File: src/core/liu_alarm_defs.vh
// register map, field positions and reset values of the alarm and segment block
`ifndef LIU_ALARM_DEFS_VH
`define LIU_ALARM_DEFS_VH

`define LIU_NUM_CH          8
`define LIU_CH_STRIDE       8'h10
`define LIU_OFS_IRQ_EN      4'h4
`define LIU_OFS_LIVE        4'h5
`define LIU_OFS_CHANGE      4'h6
`define LIU_OFS_SEG_ONE     4'h8
`define LIU_OFS_SEG_TWO     4'h9
`define LIU_OFS_SEG_THREE   4'ha
`define LIU_ADDR_GLOBAL     8'h80

`define LIU_BIT_DMO         6
`define LIU_BIT_FLS         5
`define LIU_BIT_LCV         4
`define LIU_BIT_AIS         2
`define LIU_BIT_LOS         1
`define LIU_BIT_QRP         0
`define LIU_BIT_GIE         1
`define LIU_SEG_SIGN        6
`define LIU_USED_MASK       8'h77
`define LIU_SEG_MASK        8'h7f

`define LIU_RST_IRQ_EN      8'h00
`define LIU_RST_CHANGE      8'h00
`define LIU_RST_SEG         7'h00
`define LIU_RST_GIE         1'b0

`endif

File: src/core/liu_alarm_status_seg.v
// per-channel alarm status, change flags, interrupt gating and pulse segment registers
// Notes on behaviour
// RL1 - live loss bit D1 follows the loss-of-signal input, regardless of enables
// RL2 - loss interrupt needs its channel enable and the global enable both set
// RL3 - live pattern bit D0 follows the pattern-detect input, regardless of enables
// RL4 - pattern interrupt needs its channel enable and the global enable both set
// RL5 - each alarm change sets its latched change flag at D6,D5,D4,D2,D1,D0
// RL6 - reading a channel's change-flag register clears that channel's flags
// RL7 - interrupt asserts for an enabled change when global enable set, else idle
// RL8 - transmitted pulse built from eight segments, four upper and four lower
// RL9 - first segment register gives the overshoot part of the pulse
// RL10 - fifth segment gives the undershoot part of the pulse
// RL11 - segment bit 6 is the sign, 1 positive, 0 negative; six magnitude bits
// RL12 - second and third segments have their own read/write registers, same format
// RL13 - segment bit 7 reads zero; first segment resets to zero
// RL14 - per-channel enable bit masks when 0, allows when 1; resets to 0
// RL15 - global enable at D1 of global control gates all channels; resets to 0
// RL16 - channel n registers sit at channel-0 offset plus n times 0x10
`timescale 1ns/1ps
`default_nettype none
`include "liu_alarm_defs.vh"

module liu_alarm_status_seg (
    // clock and reset
    input  wire        core_clk,
    input  wire        rst_b,
    // host register port
    input  wire [7:0]  hostAddr,
    input  wire [7:0]  hostWrData,
    input  wire        hostWr,
    input  wire        hostRd,
    output reg  [7:0]  hostRdData_ff,
    output reg         hostRdValid_ff,
    // alarm levels, one bit per channel
    input  wire [7:0]  driverMonitorAlarm,
    input  wire [7:0]  fifoLimitAlarm,
    input  wire [7:0]  codeViolationAlarm,
    input  wire [7:0]  allOnesAlarm,
    input  wire [7:0]  receiveSignalLoss,
    input  wire [7:0]  testPatternDetect,
    // fifth segment of each channel, seven bits per channel
    input  wire [55:0] fifthSegmentValue,
    // pulse shaper outputs, seven bits per channel
    output wire [55:0] overshootAmp_ff,
    output wire [55:0] undershootAmp_ff,
    output wire [55:0] secondSegmentValue,
    output wire [55:0] thirdSegmentValue,
    // interrupt
    output reg         irqOut_ff
);

    // sign-magnitude segment to two's complement drive level
    function [6:0] seg_to_amp;
        input [6:0] seg;
        begin
            if (seg[`LIU_SEG_SIGN]) begin // [RL11]
                seg_to_amp = {1'b0, seg[5:0]};
            end else begin
                seg_to_amp = 7'h00 - {1'b0, seg[5:0]};
            end
        end
    endfunction

    reg         globalIrqEnable_ff;
    wire [63:0] irqEnableAll;
    wire [63:0] liveAll;
    wire [63:0] changeAll;
    wire [55:0] segOneAll;
    wire [7:0]  chanIrq;

    wire        isChanAddr = ~hostAddr[7];
    wire [2:0]  chanSel    = hostAddr[6:4];
    wire [3:0]  regSel     = hostAddr[3:0];

    genvar g;
    generate
        for (g = 0; g < `LIU_NUM_CH; g = g + 1) begin : gChan
            reg  [7:0] irqEnable_ff;
            reg  [7:0] prevLive_ff;
            reg  [7:0] changeFlags_ff;
            reg  [6:0] segOne_ff;
            reg  [6:0] segTwo_ff;
            reg  [6:0] segThree_ff;
            reg  [6:0] overAmp_ff;
            reg  [6:0] underAmp_ff;
            wire [7:0] live;
            wire [7:0] changeEvt;
            wire [7:0] nxt_changeFlags;
            wire       hit;
            wire       readChange;

            // live bits straight from the alarm inputs, reserved bits zero
            assign live = {1'b0, driverMonitorAlarm[g], fifoLimitAlarm[g],
                           codeViolationAlarm[g], 1'b0, allOnesAlarm[g],
                           receiveSignalLoss[g], testPatternDetect[g]}; // [RL1] [RL3]

            assign hit        = isChanAddr && (chanSel == g); // [RL16]
            assign readChange = hostRd && hit && (regSel == `LIU_OFS_CHANGE);
            // both edges of an alarm count as a change
            assign changeEvt  = (live ^ prevLive_ff) & `LIU_USED_MASK; // [RL5]
            // a change landing on the read cycle survives the clear
            assign nxt_changeFlags = (readChange ? `LIU_RST_CHANGE : changeFlags_ff)
                                     | changeEvt; // [RL6]

            always @(posedge core_clk) begin
                if (!rst_b) begin
                    irqEnable_ff   <= `LIU_RST_IRQ_EN; // [RL14]
                    prevLive_ff    <= 8'h00;
                    changeFlags_ff <= `LIU_RST_CHANGE;
                    segOne_ff      <= `LIU_RST_SEG; // [RL13]
                    segTwo_ff      <= `LIU_RST_SEG;
                    segThree_ff    <= `LIU_RST_SEG;
                end else begin
                    prevLive_ff    <= live;
                    changeFlags_ff <= nxt_changeFlags;
                    if (hostWr && hit) begin
                        if (regSel == `LIU_OFS_IRQ_EN) begin
                            irqEnable_ff <= hostWrData & `LIU_USED_MASK;
                        end else if (regSel == `LIU_OFS_SEG_ONE) begin
                            segOne_ff <= hostWrData[6:0]; // [RL9]
                        end else if (regSel == `LIU_OFS_SEG_TWO) begin
                            segTwo_ff <= hostWrData[6:0]; // [RL12]
                        end else if (regSel == `LIU_OFS_SEG_THREE) begin
                            segThree_ff <= hostWrData[6:0]; // [RL12]
                        end
                    end
                end
            end

            assign irqEnableAll[g*8 +: 8] = irqEnable_ff;
            assign liveAll[g*8 +: 8]      = live;
            assign changeAll[g*8 +: 8]    = changeFlags_ff;
            assign segOneAll[g*7 +: 7]    = segOne_ff;
            assign secondSegmentValue[g*7 +: 7] = segTwo_ff; // [RL8]
            assign thirdSegmentValue[g*7 +: 7]  = segThree_ff; // [RL8]
            // loss and pattern flags gated by their own enables like the rest
            assign chanIrq[g] = |(changeFlags_ff & irqEnable_ff); // [RL2] [RL4] [RL14]

            // one always block per channel keeps each output slice to a single driver
            always @(posedge core_clk) begin
                if (!rst_b) begin
                    overAmp_ff  <= 7'h00;
                    underAmp_ff <= 7'h00;
                end else begin
                    overAmp_ff  <= seg_to_amp(segOne_ff); // [RL9]
                    underAmp_ff <= seg_to_amp(fifthSegmentValue[g*7 +: 7]); // [RL10]
                end
            end

            assign overshootAmp_ff[g*7 +: 7]  = overAmp_ff;
            assign undershootAmp_ff[g*7 +: 7] = underAmp_ff;
        end
    endgenerate

    // global enable, only the interrupt bit of global control lives here
    always @(posedge core_clk) begin
        if (!rst_b) begin
            globalIrqEnable_ff <= `LIU_RST_GIE; // [RL15]
        end else if (hostWr && (hostAddr == `LIU_ADDR_GLOBAL)) begin
            globalIrqEnable_ff <= hostWrData[`LIU_BIT_GIE]; // [RL15]
        end
    end

    // interrupt is a level held while global enable is on and any enabled flag remains set
    always @(posedge core_clk) begin
        if (!rst_b) begin
            irqOut_ff <= 1'b0;
        end else begin
            irqOut_ff <= globalIrqEnable_ff & (|chanIrq); // [RL7] [RL15]
        end
    end

    // read mux; unmapped addresses read zero
    reg [7:0] rdMux;
    always @* begin
        rdMux = 8'h00;
        if (hostAddr == `LIU_ADDR_GLOBAL) begin
            rdMux = {6'h00, globalIrqEnable_ff, 1'b0};
        end else if (isChanAddr && regSel == `LIU_OFS_IRQ_EN) begin
            rdMux = irqEnableAll[chanSel*8 +: 8];
        end else if (isChanAddr && regSel == `LIU_OFS_LIVE) begin
            rdMux = liveAll[chanSel*8 +: 8]; // [RL1] [RL3]
        end else if (isChanAddr && regSel == `LIU_OFS_CHANGE) begin
            rdMux = changeAll[chanSel*8 +: 8];
        end else if (isChanAddr && regSel == `LIU_OFS_SEG_ONE) begin
            rdMux = {1'b0, segOneAll[chanSel*7 +: 7]}; // [RL13]
        end else if (isChanAddr && regSel == `LIU_OFS_SEG_TWO) begin
            rdMux = {1'b0, secondSegmentValue[chanSel*7 +: 7]}; // [RL13]
        end else if (isChanAddr && regSel == `LIU_OFS_SEG_THREE) begin
            rdMux = {1'b0, thirdSegmentValue[chanSel*7 +: 7]}; // [RL13]
        end
    end

    always @(posedge core_clk) begin
        if (!rst_b) begin
            hostRdData_ff  <= 8'h00;
            hostRdValid_ff <= 1'b0;
        end else begin
            hostRdValid_ff <= hostRd;
            if (hostRd) begin
                hostRdData_ff <= rdMux;
            end
        end
    end

endmodule
`default_nettype wire

File: config.mk
export PLATFORM = sky130hd
export DESIGN_NAME = liu_alarm_status_seg
export DESIGN_NICKNAME = d
export VERILOG_FILES = /design/src/core/liu_alarm_status_seg.v
export VERILOG_INCLUDE_DIRS = /design/src /design/src/core
export SDC_FILE = /design/constraint.sdc
export NUM_CORES = 1
export LEC_CHECK = 0
export BUFFER_PORTS_ARGS = -buffer_cell sky130_fd_sc_hd__clkbuf_2
export CAP_MARGIN = 40
export CORE_AREA = 8 8 281 229
export CTS_CLUSTER_DIAMETER = 80
export CTS_CLUSTER_SIZE = 12
export DETAILED_ROUTE_END_ITERATION = 12
export DIE_AREA = 0 0 289 237
export PLACE_DENSITY = 0.6
export RECOVER_POWER = 50
export SLEW_MARGIN = 10
export SYNTH_ARGS = -nofsm -noshare
export SYNTH_HDL_FRONTEND = slang
export SYNTH_SLANG_ARGS = --single-unit
File: constraint.sdc
create_clock -name core_clk -period 1.7 [get_ports core_clk]
set_input_delay 0.17 -clock core_clk [delete_from_list [all_inputs] [get_ports core_clk]]
set_output_delay 0.17 -clock core_clk [all_outputs]
set_load 0.005 [all_outputs]
Word-level counts from Yosys, hierarchy flattened
Cells that the tools add are included.
{ "classes": {"bitwise_logic": 30, "reduce_logical": 89, "add_sub_neg": 16, "shift": 6, "multipliers": 1, "mux": 31, "n_eq_ne": 14} }
{ "op_table": {"columns": ["operator", "n"], "rows": [
  ["$shiftx A64 B7 Y8", 3],
  ["$shiftx A56 B7 Y7", 3],
  ["$sub A1 B6 Y7 const A", 16],
  ["$mux W6", 16],
  ["$mux W8", 12],
  ["$and A8 B7 Y8", 8],
  ["$or A8 B7 Y8", 8],
  ["$reduce_or A64 Y1", 1],
  ["$xor A7 B7 Y7", 8],
  ["$reduce_and A5 Y1", 8],
  ["$logic_and A1 B1 Y1", 39],
  ["$reduce_and A4 Y1", 8],
  ["$reduce_or A2 Y1", 16],
  ["$reduce_and A3 Y1", 8],
  ["$mux W7", 3],
  ["$reduce_and A2 Y1", 8],
  ["$eq A3 B3 Y1 const B", 4],
  ["$eq A4 B3 Y1 const B", 3],
  ["$eq A4 B4 Y1 const B", 3],
  ["$eq A8 B8 Y1 const B", 1],
  ["$eq A3 B2 Y1 const B", 2],
  ["$mul A3 B3 Y6 const B", 1],
  ["$not A1 Y1", 5],
  ["$eq A3 B1 Y1 const B", 1],
  ["other kinds (2)", 2]
]} }
{ "totals": {"output_inout_bits": 234, "ff_bits": 451, "elab_cells": 271, "in_bits": 124} }

Depth between registers and ports, before layout
{ "depth": {"word_depth": 9, "mapped_depth": 9, "ltp_nobuf": 5} }

Least setup slack after synthesis
OpenSTA, ideal clock, no wires.
{ "synth_timing": {"path_type": "input port to flip-flop", "start": "input port hostAddr[5]", "end": "register hostRdData_ff[6]", "n_path_buf": 3, "path_stages": 8, "required_time_ns": 1.568, "arrival_time_ns": 1.534, "setup_slack_ns": 0.034, "path_cell_list": "buf_4 -> buf_6 -> buf_2 -> mux4_2 -> nand4_1 -> nand4_1 -> o311ai_1 -> a21oi_1"} }
{ "synth_via": {"elab_chain_cells": 9, "elab_cells_between_ends": 15, "classes_between": "1 x mul; 1 x eq/ne; 6 x shift; 7 x mux"} }
{ "synth_rtl": {"columns": ["item", "line_no", "text"], "rows": [
  ["from (decl)", "liu_alarm_status_seg.v:28", "input wire [7:0] hostAddr,"],
  ["$mul A3 B3 Y6", "liu_alarm_status_seg.v:186, liu_alarm_status_seg.v:188, liu_alarm_status_seg.v:190", null],
  ["$shiftx A56 B7 Y7", "liu_alarm_status_seg.v:190", "rdMux = {1'b0, thirdSegmentValue[chanSel*7 +: 7]};"],
  ["$mux W7", "liu_alarm_status_seg.v:189", "end else if (isChanAddr && regSel == `LIU_OFS_SEG_THREE) begin"],
  ["$mux W7", "liu_alarm_status_seg.v:187", "end else if (isChanAddr && regSel == `LIU_OFS_SEG_TWO) begin"],
  ["$mux W7", "liu_alarm_status_seg.v:185", "end else if (isChanAddr && regSel == `LIU_OFS_SEG_ONE) begin"],
  ["$mux W8", "liu_alarm_status_seg.v:183", "end else if (isChanAddr && regSel == `LIU_OFS_CHANGE) begin"],
  ["$mux W8", "liu_alarm_status_seg.v:181", "end else if (isChanAddr && regSel == `LIU_OFS_LIVE) begin"],
  ["$mux W8", "liu_alarm_status_seg.v:179", "end else if (isChanAddr && regSel == `LIU_OFS_IRQ_EN) begin"],
  ["$mux W8 *", "liu_alarm_status_seg.v:177", "if (hostAddr == `LIU_ADDR_GLOBAL) begin"],
  ["to (signal assigned)", "liu_alarm_status_seg.v:201", "hostRdData_ff <= rdMux;"],
  ["to (decl)", "liu_alarm_status_seg.v:32", "output reg [7:0] hostRdData_ff,"]
]} }
Mark *: on every way between the ends. The rest lies on a longest branch, timed or not.
A chain may end at the register's enable or synchronous reset.

Worst setup path after layout
{ "layout_timing": {"start": "register gChan[7].segThree_ff[2]", "end": "register hostRdData_ff[2]"} }
{ "layout_via": {"elab_chain_cells": 8} }
{ "layout_rtl": {"columns": ["item", "line_no", "text"], "rows": [
  ["from (decl)", "liu_alarm_status_seg.v:83", "reg [6:0] segThree_ff;"],
  ["from (signal assigned)", "liu_alarm_status_seg.v:112", "segThree_ff <= `LIU_RST_SEG;"],
  ["from (signal assigned)", "liu_alarm_status_seg.v:124", "segThree_ff <= hostWrData[6:0];"],
  ["$shiftx A56 B7 Y7", "liu_alarm_status_seg.v:190", null],
  ["$mux W7", "liu_alarm_status_seg.v:189", null],
  ["$mux W7", "liu_alarm_status_seg.v:187", null],
  ["$mux W7", "liu_alarm_status_seg.v:185", null],
  ["$mux W8", "liu_alarm_status_seg.v:183", null],
  ["$mux W8", "liu_alarm_status_seg.v:181", null],
  ["$mux W8", "liu_alarm_status_seg.v:179", null],
  ["$mux W8", "liu_alarm_status_seg.v:177", null]
]} }
No other way between the ends.

==> flow_summary.json <==
{
  "r2r-start": "gChan[7].segThree_ff[2]",
  "arrival_ns": 2.17,
  "core-area_sq_um": 60000,
  "drive_above_1_share_pct": 26.3,
  "slew_headroom_pct": 45.0,
  "fin_ws_ns": -0.00478,
  "drc": 0,
  "grt_usage_pct": 22.6,
  "startpoint": "gChan[7].segThree_ff[2]",
  "mostFrequentLayoutCells": "dfxtp_1 (426), a21oi_1 (306), clkbuf_2 (292)",
  "end_kind": "register",
  "r2r_slack_ns": -0.005,
  "worstHoldPathType": "primary input to register",
  "yosysWarnings": 0,
  "syn_avg_cell_area_sq_um": 8.96,
  "gp_congestion": 0.930,
  "fillerInstances": 5830,
  "grt_busiest_layer": "met2",
  "grtUsageMet1_pct": 31.8,
  "vias_per_cell": 5.40,
  "final_antenna_net_count": 0,
  "maxCapViolCount": 0,
  "async_flop_share_pct": 0,
  "io_pins": 358,
  "synth_fp_nets": 2252,
  "start_util_pct": 31.5,
  "violations": "setup timing",
  "grt_overflow": 0,
  "vias": 19100,
  "grt_max_degree": 62,
  "min_from": "fifthSegmentValue[41]",
  "fin_crit_sh_pct": 100,
  "cts_inserted_buffers": 43,
  "yosys_most_used_dff": "dfxtp_1",
  "critPathRequiredTime_ns": 2.17,
  "synth_cells": 2112,
  "worst_r2r_path_depth": 5,
  "rsz0062_at_grt": "yes",
  "reg2reg_to": "hostRdData_ff[2]",
  "setup_violations": 1,
  "grt_pass1_wl_um": 119000,
  "crit_type": "register to register",
  "status": "complete, but fails checks",
  "synth-edff-count": 0,
  "crit_path_start_kind": "register",
  "die_area_sq_um": 68500,
  "post-route-min-period_ns": 1.70,
  "drt-pass1-iter-count": 9,
  "clkLatencyLatePin_ns": 0.58,
  "antenna_found_initial": 8,
  "hold_slack_ns": 0.0493,
  "gr-usage-met3_pct": 6.24,
  "ys_seq_area_share_pct": 45.9,
  "fp-row-count": 81,
  "hpwl_um": 59800,
  "cts_tree": "yes",
  "path_max_fanout": 2,
  "finClkSkew_ns": 0.0302,
  "dpl_worst_slack_ns": -0.414,
  "worst-slew-pin-transition_ns": 0.825,
  "die_h_um": 237,
  "ir_drop_uv": 556,
  "layout_commonest_cell": "dfxtp_1",
  "cts-htree-levels": 2,
  "nNetsFinal": 2893,
  "ys_ff_latch": 434,
  "die_width_um": 289,
  "p_leak_nw": 10.2,
  "min_delay_path_depth": 4,
  "syn-cell-area_sq_um": 18900,
  "hold_viol": 0,
  "clkTransAtPathRegs_ns": 0.07,
  "portBuffers": 355,
  "grt_pass1_vias": 18800,
  "areaGrowthSynthToFinish_pct": 37.1,
  "fmax_mhz": 587,
  "min_to": "gChan[5].underAmp_ff[4]",
  "wl_per_cell_um": 22.7,
  "met2_usage_pct": 33.3,
  "clock_sinks": 434,
  "drv_slew": 0,
  "synth_cell_types": 63,
  "clock_path_buffers": 3,
  "post_cts_buffers": 0,
  "wl_um": 80500,
  "powerDensity_nw_per_um2": 841,
  "first_iter_violations": 1958,
  "cts-root-buf": "clkbuf_16"
}
[metal layers]
layer | routed length [um] | up-vias
li1 | - | 8683
met1 | 35400 | 9315
met2 | 34200 | 978
met3 | 8690 | 153
met4 | 2140 | 10
met5 | 62 | -
[critical path: stages (launching register included)]
cell and delay, ns:
dfxtp_1 0.35, mux4_2 0.53, nand2_2 0.10, a21oi_1 0.08, o31a_1 0.30, a32o_1 0.26
[logic make-up after synthesis]
logic type | share of synthesized area (%)
AOI/OAI and AO/OA | 14.2
xor gates and xnor gates | 3.70
adders and majority gates | 1.06
buffers and inverters | 4.78
DFF | 45.9
muxes | 12.2
other | 0.0198
and+or+nand+nor | 18.2
[power by group]
group / internal (W) / switching (W) / total [W]
sequential: 0.0104 / 0.000176 / 0.0106
combinational: 0.00110 / 0.00130 / 0.00239
clock: 0.00479 / 0.00400 / 0.00879
[how the worst max path moves through the flow]
stage | to | cells past startpoint | slack, ns
2_1_floorplan | hostRdData_ff[6] | 8 | 0.03
3_3_place_gp | hostRdData_ff[6] | 8 | -0.44
3_5_place_dp | hostRdData_ff[6] | 8 | -0.41
4_1_cts | hostRdData_ff[5] | 5 | 0.008
5_1_grt | hostRdData_ff[5] | 5 | -0.03
6_report | hostRdData_ff[2] | 5 | -0.005
[timing repair]
item,4_1_cts,5_1_grt
hold endpoints to repair,133,0
resized for setup,3,13
pin swaps,1,8
endpoints found under the setup margin,2,6
hold buffers,121,0
[flip-flops by register name, summed over array words and instances, names as in the netlist]
| signal | flops |
|---|---|
| gChan.changeFlags_ff | 48 |
| gChan.overAmp_ff | 56 |
| gChan.underAmp_ff | 56 |
| gChan.segTwo_ff | 56 |
| globalIrqEnable_ff | 1 |
| hostRdValid_ff | 1 |
| irqOut_ff | 1 |
| gChan.segOne_ff | 56 |
| hostRdData_ff | 7 |
| gChan.irqEnable_ff | 48 |
| gChan.segThree_ff | 56 |
| gChan.prevLive_ff | 48 |
[cells in the mapped netlist (16+ instances only)]
library cell,instances,area share (%)
dfxtp_1,434,46
a21oi_1,306,8.1
nand2_1,249,4.9
nor2_1,191,3.8
nand3_1,144,3.8
clkbuf_1,116,2.3
o21ai_0,94,2.5
mux4_2,75,8.9
mux2i_1,60,3.2
and2_1,56,1.9
xor2_1,48,2.2
inv_1,40,0.79
or3_1,32,1.1
xnor2_1,32,1.5
buf_2,30,0.79
nor3_1,30,0.79
a311oi_1,17,0.79
nand4_1,17,0.56
ha_1,16,1.1
[metrics by stage]
step	util, %	TNS [ns]	total power, W	std cells	area [sq um]
after floorplan	-	0	0.0119	2112	18900
after global placement	39.4	-31.52	0.0129	3376	23600
after detailed placement	39.4	-35.89	0.0130	3376	23600
after CTS	43.4	0	0.0220	3545	26000
after global routing	43.2	-0.0343	0.0226	3547	25900
final	43.2	-0.00478	0.0218	3547	25900
[cell type report]
class                   count  area (sq um)  share of cell area (%)
multi-input cells        1470          9370                    36.1
flip-flops and latches    434          8700                    33.6
repair buffers            761          5540                    21.4
clock buffers              43          1080                    4.15
well taps                 788           986                    3.80
inverters                  43           169                   0.651
clock inverters             5          87.6                   0.338
diodes                      3          7.51                  0.0290
(Power assumes the default switching activity.)
